**config.mk**
```make
export PLATFORM = sky130hd
export DESIGN_NAME = nspd_dac
export DESIGN_NICKNAME = d
export VERILOG_FILES = /design/src/nspd_pkg.sv /design/src/nspd_shaper.sv /design/src/nspd_dac.sv
export SDC_FILE = /design/constraint.sdc
export NUM_CORES = 1
export LEC_CHECK = 0
export BUFFER_PORTS_ARGS = -buffer_cell sky130_fd_sc_hd__buf_2
export CORE_MARGIN = 2
export CORE_UTILIZATION = 59
export DETAILED_ROUTE_END_ITERATION = 10
export MAX_ROUTING_LAYER = met4
export PLACE_DENSITY = 0.78
export SLEW_MARGIN = 20
export SYNTH_ARGS = -nofsm -noshare
export SYNTH_HDL_FRONTEND = slang
export SYNTH_SLANG_ARGS = --single-unit
```
**constraint.sdc**
```tcl
create_clock -name mclk -period 4.85 [get_ports mclk]
set_input_delay 0.485 -clock mclk [delete_from_list [all_inputs] [get_ports mclk]]
set_output_delay 0.485 -clock mclk [all_outputs]
set_load 0.01 [all_outputs]
```
**src/nspd_pkg.sv**
```systemverilog
// nspd_pkg: register map, field layout, widths and reset values of the signal dac
// assumes apb slave with 32-bit data, one register per aligned word
package nspd_pkg;
  // ---------------------------------------------------------------
  // register byte addresses
  // ---------------------------------------------------------------
  localparam logic [11:0] NSPD_ADDR_IN_LOW = 12'h000;
  localparam logic [11:0] NSPD_ADDR_IN_HIGH = 12'h004;
  localparam logic [11:0] NSPD_ADDR_CFG0 = 12'h008;
  localparam logic [11:0] NSPD_ADDR_CFG1 = 12'h00C;
  localparam logic [11:0] NSPD_ADDR_STATUS = 12'h010;
  // ---------------------------------------------------------------
  // cfg0 fields
  // ---------------------------------------------------------------
  localparam int NSPD_ORDER_MSB = 7;
  localparam int NSPD_ORDER_LSB = 6;
  localparam int NSPD_RES_MSB = 5;
  localparam int NSPD_RES_LSB = 3;
  localparam int NSPD_EN_MSB = 2;
  localparam int NSPD_EN_LSB = 1;
  localparam int NSPD_HALF_BIT = 0;
  // ---------------------------------------------------------------
  // cfg1 fields
  // ---------------------------------------------------------------
  localparam int NSPD_INV_BIT = 0;
  localparam int NSPD_BW_BIT = 1;
  // ---------------------------------------------------------------
  // widths and reset values
  // ---------------------------------------------------------------
  localparam int NSPD_CODE_W = 16;
  localparam int NSPD_CNT_W = 11;
  localparam int NSPD_MIN_RES = 4;
  localparam logic [7:0] NSPD_BYTE_RST = 8'h00;
  localparam logic [15:0] NSPD_CODE_RST = 16'h0000;
  localparam logic [31:0] NSPD_RDATA_RST = 32'h00000000;
  localparam logic [10:0] NSPD_CNT_RST = 11'h000;
  localparam logic [10:0] NSPD_CNT_ONE = 11'h001;
  localparam logic [1:0] NSPD_ORD0 = 2'h0;
  localparam logic [1:0] NSPD_ORD1 = 2'h1;
  localparam logic [15:0] NSPD_FULL = 16'hFFFF;
endpackage

```
**src/nspd_shaper.sv**
```systemverilog
// nspd_shaper: error-feedback noise shaper, order 0, 1 or 2
// assumes step pulses once per pwm period; code in is already stable
`timescale 1ns/1ns
module nspd_shaper
  import nspd_pkg::*;
(
  input wire logic mclk,
  input wire logic rst_sync_n,
  input wire logic step,
  input wire logic [15:0] code_in,
  input wire logic [1:0] order,
  input wire logic [3:0] res_bits,
  output logic [10:0] duty
);
  logic signed [18:0] err1;
  logic signed [18:0] err2;
  logic signed [19:0] want;
  logic signed [19:0] quant;
  logic signed [19:0] clip;
  logic [4:0] shift;
  logic signed [19:0] lsb;
  logic signed [19:0] maxv;

  // ---------------------------------------------------------------
  // shaping arithmetic
  // ---------------------------------------------------------------
  always_comb
  begin
    shift = 5'(NSPD_CODE_W) - {1'b0, res_bits};
    lsb = 20'sd1 <<< shift;
    maxv = $signed({4'h0, NSPD_FULL}) - (lsb - 20'sd1);
    if (order == NSPD_ORD0)
      want = $signed({4'h0, code_in});
    else if (order == NSPD_ORD1)
      want = $signed({4'h0, code_in}) + 20'(err1);
    else
      want = $signed({4'h0, code_in}) + 20'(err1 <<< 1) - 20'(err2);
    // saturate to 0 and maxv, hence quant stays within the m-bit duty range at the rails
    if (want < 20'sd0)
      clip = 20'sd0;
    else if (want > maxv)
      clip = maxv;
    else
      clip = want;
    quant = (clip >>> shift) <<< shift;
  end

  // new code only at period boundary
  always_ff @(posedge mclk or negedge rst_sync_n)
  begin
    if (!rst_sync_n)
    begin
      err1 <= '0;
      err2 <= '0;
      duty <= NSPD_CNT_RST;
    end
    else if (step)
    begin
      // error taken after the clamp, so a code at the rails cannot wind up the loop
      err1 <= (order == NSPD_ORD0) ? 19'sd0 : 19'(clip - quant); // RULE_04
      err2 <= (order == NSPD_ORD0) ? 19'sd0 : err1;
      duty <= 11'(quant >>> shift); // RULE_02
    end
  end
endmodule

```
**src/nspd_dac.sv**
```systemverilog
// nspd_dac: apb register file, input code sync, noise shaper and pwm modulator
// assumes apb master on mclk; pwm_out feeds the external amplifier and filter
//
// Contract
// RULE_01 - input codes are up to 16 bits, narrower codes left-aligned with zero fill.
// RULE_02 - shaper order is selectable as 0, 1 or 2, order 0 passes the truncated code.
// RULE_03 - pwm resolution m is programmable from 4 to 11 bits.
// RULE_04 - the shaper turns each code into a stream of m-bit codes whose average is the code; codes above maxv average to maxv, as the shaper clamps there.
// RULE_05 - an m-bit pwm uses an m-bit counter, one period being 2 to the m steps.
// RULE_06 - the 16-bit code written as two bytes is never used as a mix of old and new.
// RULE_07 - the modulator clock is the full clock or half of it.
// RULE_08 - output polarity is programmable active high or active low.
// RULE_09 - the buffered code passes on only when the high byte is written, low byte first.
// RULE_10 - resolution codes 000 to 111 map to 4 through 11 bits.
// RULE_11 - the halving bit selects full clock at 0 and half clock at 1.
// RULE_12 - invert bit 0 gives active high output, 1 gives active low.
// RULE_13 - a new m-bit code reaches the counter only at a period boundary.
//
// Implementation choices: the address map and the APB interface to the registers.
`timescale 1ns/1ns
module nspd_dac
  import nspd_pkg::*;
(
  input wire logic mclk,
  input wire logic rst_n,
  input wire logic psel,
  input wire logic penable,
  input wire logic pwrite,
  input wire logic [11:0] paddr,
  input wire logic [31:0] pwdata,
  output logic [31:0] prdata,
  output logic pready,
  output logic pslverr,
  output logic pwm_out,
  output logic dac_enable,
  output logic amp_enable,
  output logic amp_wide_bw
);
  logic rst_meta_n;
  logic rst_sync_n;
  logic [7:0] input_code_low_byte;
  logic [7:0] input_code_high_byte;
  logic [15:0] active_code;
  logic [1:0] shaper_order_code;
  logic [2:0] pwm_resolution_code;
  logic [1:0] enable_bits;
  logic clock_half;
  logic output_invert;
  logic wide_bw;
  logic [5:0] cfg1_spare;
  logic half_phase;
  logic tick;
  logic [10:0] pwm_count;
  logic [10:0] period_last;
  logic [10:0] duty;
  logic [3:0] res_bits;
  logic step;
  logic period_done;
  logic access;
  logic wr_en;
  logic addr_ok;

  // ---------------------------------------------------------------
  // reset release
  // ---------------------------------------------------------------
  always_ff @(posedge mclk or negedge rst_n)
  begin
    if (!rst_n)
    begin
      rst_meta_n <= 1'b0;
      rst_sync_n <= 1'b0;
    end
    else
    begin
      rst_meta_n <= 1'b1;
      rst_sync_n <= rst_meta_n;
    end
  end

  // ---------------------------------------------------------------
  // apb slave, zero wait states
  // ---------------------------------------------------------------
  assign access = psel && penable;
  assign wr_en = access && pwrite;
  assign addr_ok = (paddr == NSPD_ADDR_IN_LOW) || (paddr == NSPD_ADDR_IN_HIGH) ||
                   (paddr == NSPD_ADDR_CFG0) || (paddr == NSPD_ADDR_CFG1) ||
                   (paddr == NSPD_ADDR_STATUS);

  // pready registered high from setup so every access phase ends in one cycle
  always_ff @(posedge mclk or negedge rst_sync_n)
  begin
    if (!rst_sync_n)
    begin
      pready <= 1'b0;
      pslverr <= 1'b0;
    end
    else
    begin
      pready <= psel && !penable;
      pslverr <= psel && !penable && !addr_ok;
    end
  end

  always_ff @(posedge mclk or negedge rst_sync_n)
  begin
    if (!rst_sync_n)
      prdata <= NSPD_RDATA_RST;
    else if (psel && !penable && !pwrite)
    begin
      unique case (paddr)
        NSPD_ADDR_IN_LOW: prdata <= {24'h000000, input_code_low_byte};
        NSPD_ADDR_IN_HIGH: prdata <= {24'h000000, input_code_high_byte};
        NSPD_ADDR_CFG0: prdata <= {24'h000000, shaper_order_code, pwm_resolution_code,
                                   enable_bits, clock_half};
        NSPD_ADDR_CFG1: prdata <= {24'h000000, cfg1_spare, wide_bw, output_invert};
        NSPD_ADDR_STATUS: prdata <= {5'h00, duty, 5'h00, pwm_count};
        default: prdata <= NSPD_RDATA_RST;
      endcase
    end
  end

  // ---------------------------------------------------------------
  // input code bytes and transfer
  // ---------------------------------------------------------------
  always_ff @(posedge mclk or negedge rst_sync_n)
  begin
    if (!rst_sync_n)
    begin
      input_code_low_byte <= NSPD_BYTE_RST;
      input_code_high_byte <= NSPD_BYTE_RST;
    end
    else if (wr_en && pready)
    begin
      if (paddr == NSPD_ADDR_IN_LOW)
        input_code_low_byte <= pwdata[7:0];
      if (paddr == NSPD_ADDR_IN_HIGH)
        input_code_high_byte <= pwdata[7:0];
    end
  end

  // low byte alone never reaches the converter
  always_ff @(posedge mclk or negedge rst_sync_n)
  begin
    if (!rst_sync_n)
      active_code <= NSPD_CODE_RST;
    else if (wr_en && pready && paddr == NSPD_ADDR_IN_HIGH)
      active_code <= {pwdata[7:0], input_code_low_byte}; // RULE_06 RULE_09 RULE_01
  end

  // ---------------------------------------------------------------
  // configuration
  // ---------------------------------------------------------------
  always_ff @(posedge mclk or negedge rst_sync_n)
  begin
    if (!rst_sync_n)
    begin
      shaper_order_code <= NSPD_ORD0;
      pwm_resolution_code <= 3'h0;
      enable_bits <= 2'h0;
      clock_half <= 1'b0;
      output_invert <= 1'b0;
      wide_bw <= 1'b0;
      cfg1_spare <= 6'h00;
    end
    else if (wr_en && pready)
    begin
      if (paddr == NSPD_ADDR_CFG0)
      begin
        shaper_order_code <= pwdata[NSPD_ORDER_MSB:NSPD_ORDER_LSB];
        pwm_resolution_code <= pwdata[NSPD_RES_MSB:NSPD_RES_LSB];
        enable_bits <= pwdata[NSPD_EN_MSB:NSPD_EN_LSB];
        clock_half <= pwdata[NSPD_HALF_BIT];
      end
      if (paddr == NSPD_ADDR_CFG1)
      begin
        output_invert <= pwdata[NSPD_INV_BIT];
        wide_bw <= pwdata[NSPD_BW_BIT];
        cfg1_spare <= pwdata[7:2];
      end
    end
  end

  // ---------------------------------------------------------------
  // modulator clock and counter
  // ---------------------------------------------------------------
  assign res_bits = 4'(NSPD_MIN_RES) + {1'b0, pwm_resolution_code}; // RULE_10 RULE_03
  // all-ones in the low m bits marks the last step of a period
  assign period_last = 11'((NSPD_CNT_ONE << res_bits) - NSPD_CNT_ONE); // RULE_05
  assign tick = !clock_half || half_phase; // RULE_07 RULE_11
  assign period_done = tick && (pwm_count >= period_last);
  assign step = period_done && enable_bits[0];

  always_ff @(posedge mclk or negedge rst_sync_n)
  begin
    if (!rst_sync_n)
      half_phase <= 1'b0;
    else
      half_phase <= clock_half ? !half_phase : 1'b0;
  end

  // a resolution cut that leaves the count past the new last step wraps at once through the >= compare
  always_ff @(posedge mclk or negedge rst_sync_n)
  begin
    if (!rst_sync_n)
      pwm_count <= NSPD_CNT_RST;
    else if (!enable_bits[0] || period_done)
      pwm_count <= NSPD_CNT_RST;
    else if (tick)
      pwm_count <= pwm_count + NSPD_CNT_ONE; // RULE_05
  end

  nspd_shaper u_shaper (
    .mclk(mclk),
    .rst_sync_n(rst_sync_n),
    .step(step), // RULE_13
    .code_in(active_code),
    .order(shaper_order_code),
    .res_bits(res_bits),
    .duty(duty)
  );

  // ---------------------------------------------------------------
  // output stage
  // ---------------------------------------------------------------
  always_ff @(posedge mclk or negedge rst_sync_n)
  begin
    if (!rst_sync_n)
      pwm_out <= 1'b0;
    else if (!enable_bits[0])
      pwm_out <= output_invert; // RULE_12
    else
      pwm_out <= (pwm_count < duty) ^ output_invert; // RULE_08 RULE_12
  end

  always_ff @(posedge mclk or negedge rst_sync_n)
  begin
    if (!rst_sync_n)
    begin
      dac_enable <= 1'b0;
      amp_enable <= 1'b0;
      amp_wide_bw <= 1'b0;
    end
    else
    begin
      dac_enable <= enable_bits[0];
      amp_enable <= enable_bits[1];
      amp_wide_bw <= wide_bw;
    end
  end
endmodule

```
==> metrics.txt, run 1 <==
Post-Synthesis Cell Area=0.0127 sq mm; clk root buf=clkbuf_16; sequential cell area fraction in the yosys report=between 20% and 30%; initial core utilization=roughly 60%; Setup WS pre-CTS=-3.71 ns; mux contribution to synthesized area=4.94%; CTS H-tree depth=4; num ports=87; hpwl dp=between 40,000 and 50,000 um; Yosys top cell by area=dfrtp_1; GP Congestion=roughly 1.0; Die Wd=151 um; post-synthesis cell count=~1,600; antenna violations before repair=17; largest net degree at the start of global routing=just under 100; xor/xnor share of the synthesized area=between 2 and 3%; DIE HEIGHT=approximately 150 um; gr ovfl total=17; main combinational cell family by area after synthesis=compound AO/OA/AOI/OAI gates; Synth Area in Adders=roughly an eighth; count of cell types in the netlist=101; ys async rst share=100%; Synth Area in Simple Gates=19.3%; GR repair worst EP=u_shaper.err1[16]$_DFFE_PN0P_/D; Failed at=5_1_grt; outcome=stopped before the end; number of CTS-inserted buffers=17; Post-synth EDFFs=0; #FFs+latches synth=about 130; # port buffers=between 50 and 60; Most used DFF post-synth=dfrtp_1; maximum buffer depth of the clock tree=2; worst_ep kind=register data pin; tool error=[ERROR GRT-0232] Routing congestion too high. Check the congestion heatmap in the GUI.; ranking of synthesized cells by area=dfrtp_1 (26%), ha_1 (10%), nand2_1 (6.1%); gr usage total=between 70% and 80%; compound-cell area share of the yosys netlist=between 20 and 30%; synthesis warning total=0; area share of the largest cell type after synthesis=roughly a quarter; placed inst area=around 0.017 sq mm; # rows=between 50 and 60; CTS sink cnt=about 130; syn avg cell area=a little over 8 sq um
stage by stage:
step                utilization [%]  cells
CTS                            87.1   2372
global placement               80.0   2286
floorplan                         -   1584
detailed placement             80.0   2286
cell usage after synthesis, types with 9 or more instances:
master	number
nand2_1	208
dfrtp_1	131
nor2_1	125
inv_1	115
ha_1	103
o21ai_0	94
a21oi_1	81
clkbuf_1	57
nand3_1	46
o31ai_1	35
a211oi_1	31
mux2_2	29
a21o_1	28
a31oi_1	26
nor3_1	24
xnor2_1	22
mux2i_1	19
fa_1	18
o21a_1	18
xor2_1	18
a22oi_1	16
o211ai_1	15
and2_1	14
and3_1	14
a221oi_1	12
buf_1	12
nand2b_1	12
nand4_1	12
buf_4	11
a2111oi_0	10
nor2b_1	9
nor4_1	9
o2111ai_1	9
timing repair:
item | 4_1_cts
hold endpoints to repair | 2
pin swaps | 59
hold buffers | 1
endpoints found under the setup margin | 30
gates resized for setup | 101
buffers inserted | 58
cell families after synthesis:
kind of cell	Yosys count
other cells	2
simple gates	523
fa+ha+maj	121
xor+xnor	41
flops	131
buf+inv	209
mux	53
compound gates	492
metal layers:
metal	track usage (%)	GRT overflow
met5	-	-
met4	68.8	3
met3	69.8	3
met2	91.4	8
met1	80.3	3
==> inputs of run 2 (changes only) <==
--- a/config.mk
+++ b/config.mk
@@ -7,10 +7,9 @@
 export LEC_CHECK = 0
 export BUFFER_PORTS_ARGS = -buffer_cell sky130_fd_sc_hd__buf_2
 export CORE_MARGIN = 2
-export CORE_UTILIZATION = 59
+export CORE_UTILIZATION = 40
 export DETAILED_ROUTE_END_ITERATION = 10
-export MAX_ROUTING_LAYER = met4
-export PLACE_DENSITY = 0.78
+export PLACE_DENSITY_LB_ADDON = 0.15
 export SLEW_MARGIN = 20
 export SYNTH_ARGS = -nofsm -noshare
 export SYNTH_HDL_FRONTEND = slang
==> run 2 against run 1 <==
Compared with the run above: the flow now finishes, with violations (setup timing); area after synthesis did not move; synthesized cell count unchanged.
==> metrics.txt, run 2 <==
Worst Hold Class=input port to register; DIE HEIGHT=roughly 180 um; Final Power=~0.0035 W; Setup WS pre-CTS=-3.53 ns; Post-synth EDFFs=0; wire per inst=21.2 um; CTS sink cnt=between 100 and 150; max FFs per register=22; relative slew slack=about a third; # rows=between 60 and 70; final net count=between 2,000 and 2,500; Synth-to-Final Area Change=49.0%; first-pass GRT wire length=approximately 80,000 um; count of cell types in the netlist=101; met3 Use GR=about 4.3%; first-pass detailed-route iteration total=6; antenna diode count=0; sequential cell area fraction in the yosys report=between 20 and 30%; maximum buffer depth of the clock tree=2; Setup crit end kind=register; min cycle time layout=slightly above 8 ns; list of most frequent post-synthesis cells=nand2_1 (208), dfrtp_1 (131), nor2_1 (125); Worst setup SP type=register; Yosys top cell by area=dfrtp_1; placed inst area=about 0.017 sq mm; final wirelength=approximately 53,000 um; register name with the most flops=prdata; Final Max Tran Viols=0; post-route ant nets=0; Max VDD drop=around 0.26 mV; Die Wd=182 um; initial core utilization=40.5%; commonest non-fill, non-tap cell in the layout=buf_4; slowest cell delay on critical path=between 0.5 and 0.6 ns; outcome=complete, but fails checks; num ports=87; DRC viols=0; Fillers=around 2,900; GRT busiest layer=met2; CP Max Fanout=8; syn avg cell area=between 8 and 9 sq um; number of global-route vias before repair=between 10,000 and 15,000; CTS clock-pin slew for the worst setup and hold paths=approximately 0.070 ns; core area=around 0.031 sq mm; CTS H-tree depth=4; synthesis warning total=0; GP Congestion=0.962; Post-Synthesis Cell Area=~0.013 sq mm; Iter 0 DRT Violations=just under 1,000; Worst Tran Pin Value=about 1.0 ns; ranking of synthesized cells by area=dfrtp_1 (26%), ha_1 (10%), nand2_1 (6.1%); number of CTS-inserted buffers=17; critical path type=register to register; LEAKAGE=between 9 and 10 nW; area share of the largest cell type after synthesis=25.7%; post-synthesis cell count=roughly 1,600; largest registers=prdata: 22 flops, u_shaper.err1: 19 flops, u_shaper.err2: 19 flops; share of cells above drive strength 1=roughly 40%; worst path required time=roughly 5.2 ns; Power Density=~180 mW/mm^2; Most used DFF post-synth=dfrtp_1; ratio of final minimum period to clock period=170%; # Max-Cap Violations=0; gr ovfl total=0; ys async rst share=100%; setup violators final=30; via count=14,300; clock latency on the worst-skew pair=approximately 0.46 ns; most frequent cells in the layout=buf_4 (510), nand2_1 (201), dfrtp_1 (129); Max Fclk=0.121 GHz; post-route cell area=~0.019 sq mm; CP max stage cell=mux4_2; antenna violations before repair=1; GR Util met2=between 50% and 60%; gr usage total=32.5%; Via density=roughly 5.7; GR met1 Demand/Resource=a little over two fifths; Worst Skew=between 0.015 and 0.02 ns; RSZ-0062 raised after global routing=yes; fin worst setup slack=-3.38 ns; most frequent cell after synthesis=nand2_1; final cell count without fillers=~2,500; final hold vios=0; Top cell by count, worst path=buf_4; #FFs+latches synth=around 130; crit path DAT=around 8.6 ns; clk root buf=clkbuf_16; # port buffers=52; die area=approximately 0.033 sq mm; hpwl dp=around 42,000 um; Inst Count DP=2,433; TritonCTS clock tree=done; failing checks=setup timing; largest net degree at the start of global routing=about 60
## run 2: cell counts after synthesis
No cell type changed its count.
## run 2: final cells by class
| type | count | area [sq um] | share of cell area (%) |
|---|---|---|---|
| multi-input cells | 1244 | 9730 | 51.3 |
| repair buffers | 581 | 4360 | 23.0 |
| flip-flops and latches | 131 | 3280 | 17.3 |
| inverters | 119 | 459 | 2.42 |
| clock buffers | 18 | 439 | 2.32 |
| well taps | 402 | 503 | 2.65 |
| clock inverters | 14 | 189 | 0.996 |
## run 2: kinds of logic after synthesis
logic type / after synthesis / synth area share [%]
DFF: 131 / 25.7
AOI/OAI and AO/OA: 492 / 27.4
buffers and inverters: 209 / 6.73
muxes: 53 / 4.94
and+or+nand+nor: 523 / 19.3
xor gates and xnor gates: 41 / 2.94
adders and majority gates: 121 / 13.0
other: 2 / 0.0590
## run 2: what timing repair did
| action | CTS | global route |
|---|---|---|
| pin swaps | 34 | 41 |
| gates resized for setup | 107 | 54 |
| hold endpoints to repair | 2 | 0 |
| endpoints found under the setup margin | 30 | 30 |
| hold buffers | 1 | 0 |
| cloned | 1 | 0 |
| setup buffers | 43 | 13 |
## run 2: metrics by stage
| stage | TNS [ns] | utilization (%) | hold slack (ns) |
|---|---|---|---|
| final | -61.75 | 60.3 | 0.310 |
| after global routing | -70.53 | 60.3 | 0.322 |
| after CTS | -58.52 | 59.3 | 0.301 |
| after detailed placement | -65.93 | 54.6 | 0.273 |
| after global placement | -64.04 | 54.6 | 0.270 |
| after floorplan | -42.96 | - | 0.189 |
## run 2: worst max-delay path: cells and delay by family (launching register included)
kind,cells,cell delay [ns]
AOI/OAI and AO/OA,17,3.27
adders and majority gates,5,1.71
buffers and inverters,6,0.86
DFF,1,0.40
xor gates and xnor gates,2,0.16
and+or+nand+nor,6,1.15
muxes,1,0.56
## run 2: power by group
part,switching (W),internal (W)
clock network,0.000588,0.000838
registers,0.0000906,0.00113
logic,0.000426,0.000436
total,0.00110,0.00240
## run 2: final timing paths
kind	from	endpoint	slack [ns]	cells after the start
min in group asynchronous	rst_n	rst_meta_n	0.34	2
setup reg to reg	active_code[1]	u_shaper.err1[16]	-3.38	37
hold reg to reg	rst_meta_n	rst_sync_n	0.35	0
hold / removal	pwdata[4]	input_code_high_byte[4]	0.31	3
max in group asynchronous	rst_sync_n	pwm_resolution_code[0]	3.39	1
setup / recovery	active_code[1]	u_shaper.err1[16]	-3.38	37
## run 2: metal layers
metal / part of all wire (%) / up-vias
li1: - / 6795
met1: 45 / 6960
met2: 47 / 446
met3: 5.6 / 94
met4: 3.0 / 2
met5: 0.024 / -
(Power assumes the default switching activity.)
==> inputs of run 3 (changes only) <==
==> constraint.sdc (replaced) <==
create_clock -name mclk -period 9.6 [get_ports mclk]
set_input_delay 0.96 -clock mclk [delete_from_list [all_inputs] [get_ports mclk]]
set_output_delay 0.96 -clock mclk [all_outputs]
set_load 0.01 [all_outputs]
==> run 3 against run 2 <==
Compared with the run above: the run now ends clean; fmax decreased by 9.6%; worst hold slack worse by 0.023 ns; sequential cell count stayed put; register-to-register slack better by 3.9 ns; critical path type unchanged; largest power group unchanged.
==> metrics.txt, run 3 (synthesized netlist as in run 2, its figures left out) <==
Setup WS pre-CTS=-0.0322 ns; largest registers=prdata: 22 flops, u_shaper.err1: 19 flops, u_shaper.err2: 19 flops; TritonCTS clock tree=done; clk root buf=clkbuf_16; post-route ant nets=0; worst reg-to-reg path cell count=40; first-pass GRT wire length=70,700 um; first-pass detailed-route iteration total=6; Worst Tran Pin Value=about 1.1 ns; Worst setup SP type=register; GP Congestion=between 0.9 and 1; crit path DAT=9.46 ns; clock latency on the worst-skew pair=around 0.46 ns; initial core utilization=around 40%; final wirelength=between 40,000 and 50,000 um; # rows=between 60 and 70; # port buffers=between 50 and 60; final net count=approximately 1,900; hpwl dp=around 35,000 um; gr ovfl total=0; via count=about 13,000; placed inst area=between 0.01 and 0.015 sq mm; Setup crit end kind=register; commonest non-fill, non-tap cell in the layout=nand2_1; CTS Hold Bufs=0; max FFs per register=22; Crit path depth=40; wire per inst=roughly 22 um; outcome=finished, final reports clean; final hold slack=0.286 ns; Power Density=106 mW/mm^2; LEAKAGE=~7.1 nW; CTS clock-pin slew for the worst setup and hold paths=~0.070 ns; Fillers=3,116; relative slew slack=23.2%; DRC viols=0; Final Power=about 0.0016 W; end of the worst register-to-register path=u_shaper.err1[16]; critical path type=register to register; share of cells above drive strength 1=between 10% and 20%; Crit path max-delay family=compound AO/OA/AOI/OAI gates; Fin Setup TNS=0 ns; min cycle time layout=9.10 ns; CTS H-tree depth=4; ratio of final minimum period to clock period=about 95%; # Max-Cap Violations=0; worst r2r src=active_code[1]; core area=between 0.03 and 0.04 sq mm; die area=about 0.033 sq mm; RSZ-0062 raised after global routing=yes; antenna violations before repair=0; antenna diode count=0; Worst R2R Setup Slack=0.50 ns; DIE HEIGHT=182 um; register name with the most flops=prdata; setup violators final=0; CP max stage cell=fa_1; Top cell by count, worst path=buf_4; largest net degree at the start of global routing=83; number of global-route vias before repair=12,000; Final Max Tran Viols=0; post-route cell area=about 0.015 sq mm; Synth-to-Final Area Change=17.2%; Worst Hold Class=input port to asynchronous set/reset pin; Max VDD drop=roughly 0.12 mV; gr usage total=27.7%; maximum buffer depth of the clock tree=2; Die Wd=182 um; num ports=87; Via density=5.95; Worst Skew=~0.017 ns; final hold vios=0; slowest cell delay on critical path=about 0.48 ns; CTS sink cnt=roughly 130; Iter 0 DRT Violations=roughly 1,100; number of CTS-inserted buffers=17; CP Max Fanout=5; CP bufs+invs=6; Max Fclk=between 0.1 and 0.15 GHz; fin worst setup slack=0.495 ns; worst path required time=roughly 10 ns; most frequent cells in the layout=nand2_1 (208), buf_4 (141), dfrtp_1 (130)
==> run 3: area by class of cell <==
class	instances	area, sq um	share of cell area [%]
multi-input cells	1244	8770	58.8
flip-flops and latches	131	3280	22.0
repair buffers	194	1330	8.92
well taps	402	503	3.37
inverters	119	447	2.99
clock buffers	18	439	2.94
clock inverters	14	143	0.956
==> run 3: worst max-delay path by stage <==
stage                                 startpoint                 to  slack (ns)
after floorplan           pwm_resolution_code[0]  u_shaper.err1[16]        0.24
after global placement            active_code[1]  u_shaper.err1[16]        0.05
after detailed placement          active_code[1]  u_shaper.err1[16]       -0.03
after CTS                         active_code[1]  u_shaper.err1[16]        0.08
after global routing            u_shaper.err2[1]  u_shaper.err1[16]       -0.09
final                             active_code[1]  u_shaper.err1[16]        0.50
==> run 3: through the flow <==
stage	std cells	utilization [%]
floorplan	1584	-
global placement	2089	45.1
detailed placement	2089	45.1
CTS	2121	47.0
global route	2122	47.4
finish	2122	47.4
==> run 3: power breakdown <==
group / switching (W) / internal (W) / total [W]
Sequential: 0.0000445 / 0.000571 / 0.000615
Clock: 0.000286 / 0.000370 / 0.000656
Combinational: 0.000171 / 0.000137 / 0.000308
==> run 3: per-layer routing <==
| metal | vias up | GRT usage [%] | part of all wire (%) |
|---|---|---|---|
| met4 | 0 | 9.65 | 3.1 |
| met1 | 6077 | 38.6 | 46 |
| met2 | 478 | 43.1 | 44 |
| li1 | 6011 | - | - |
| met3 | 67 | 5.27 | 6.6 |
| met5 | - | 0 | 0 |
==> run 3: what timing repair did <==
action	CTS	global route
resized for setup	1	30
setup buffers	0	1
pin swaps	0	4
endpoints found under the setup margin	2	7
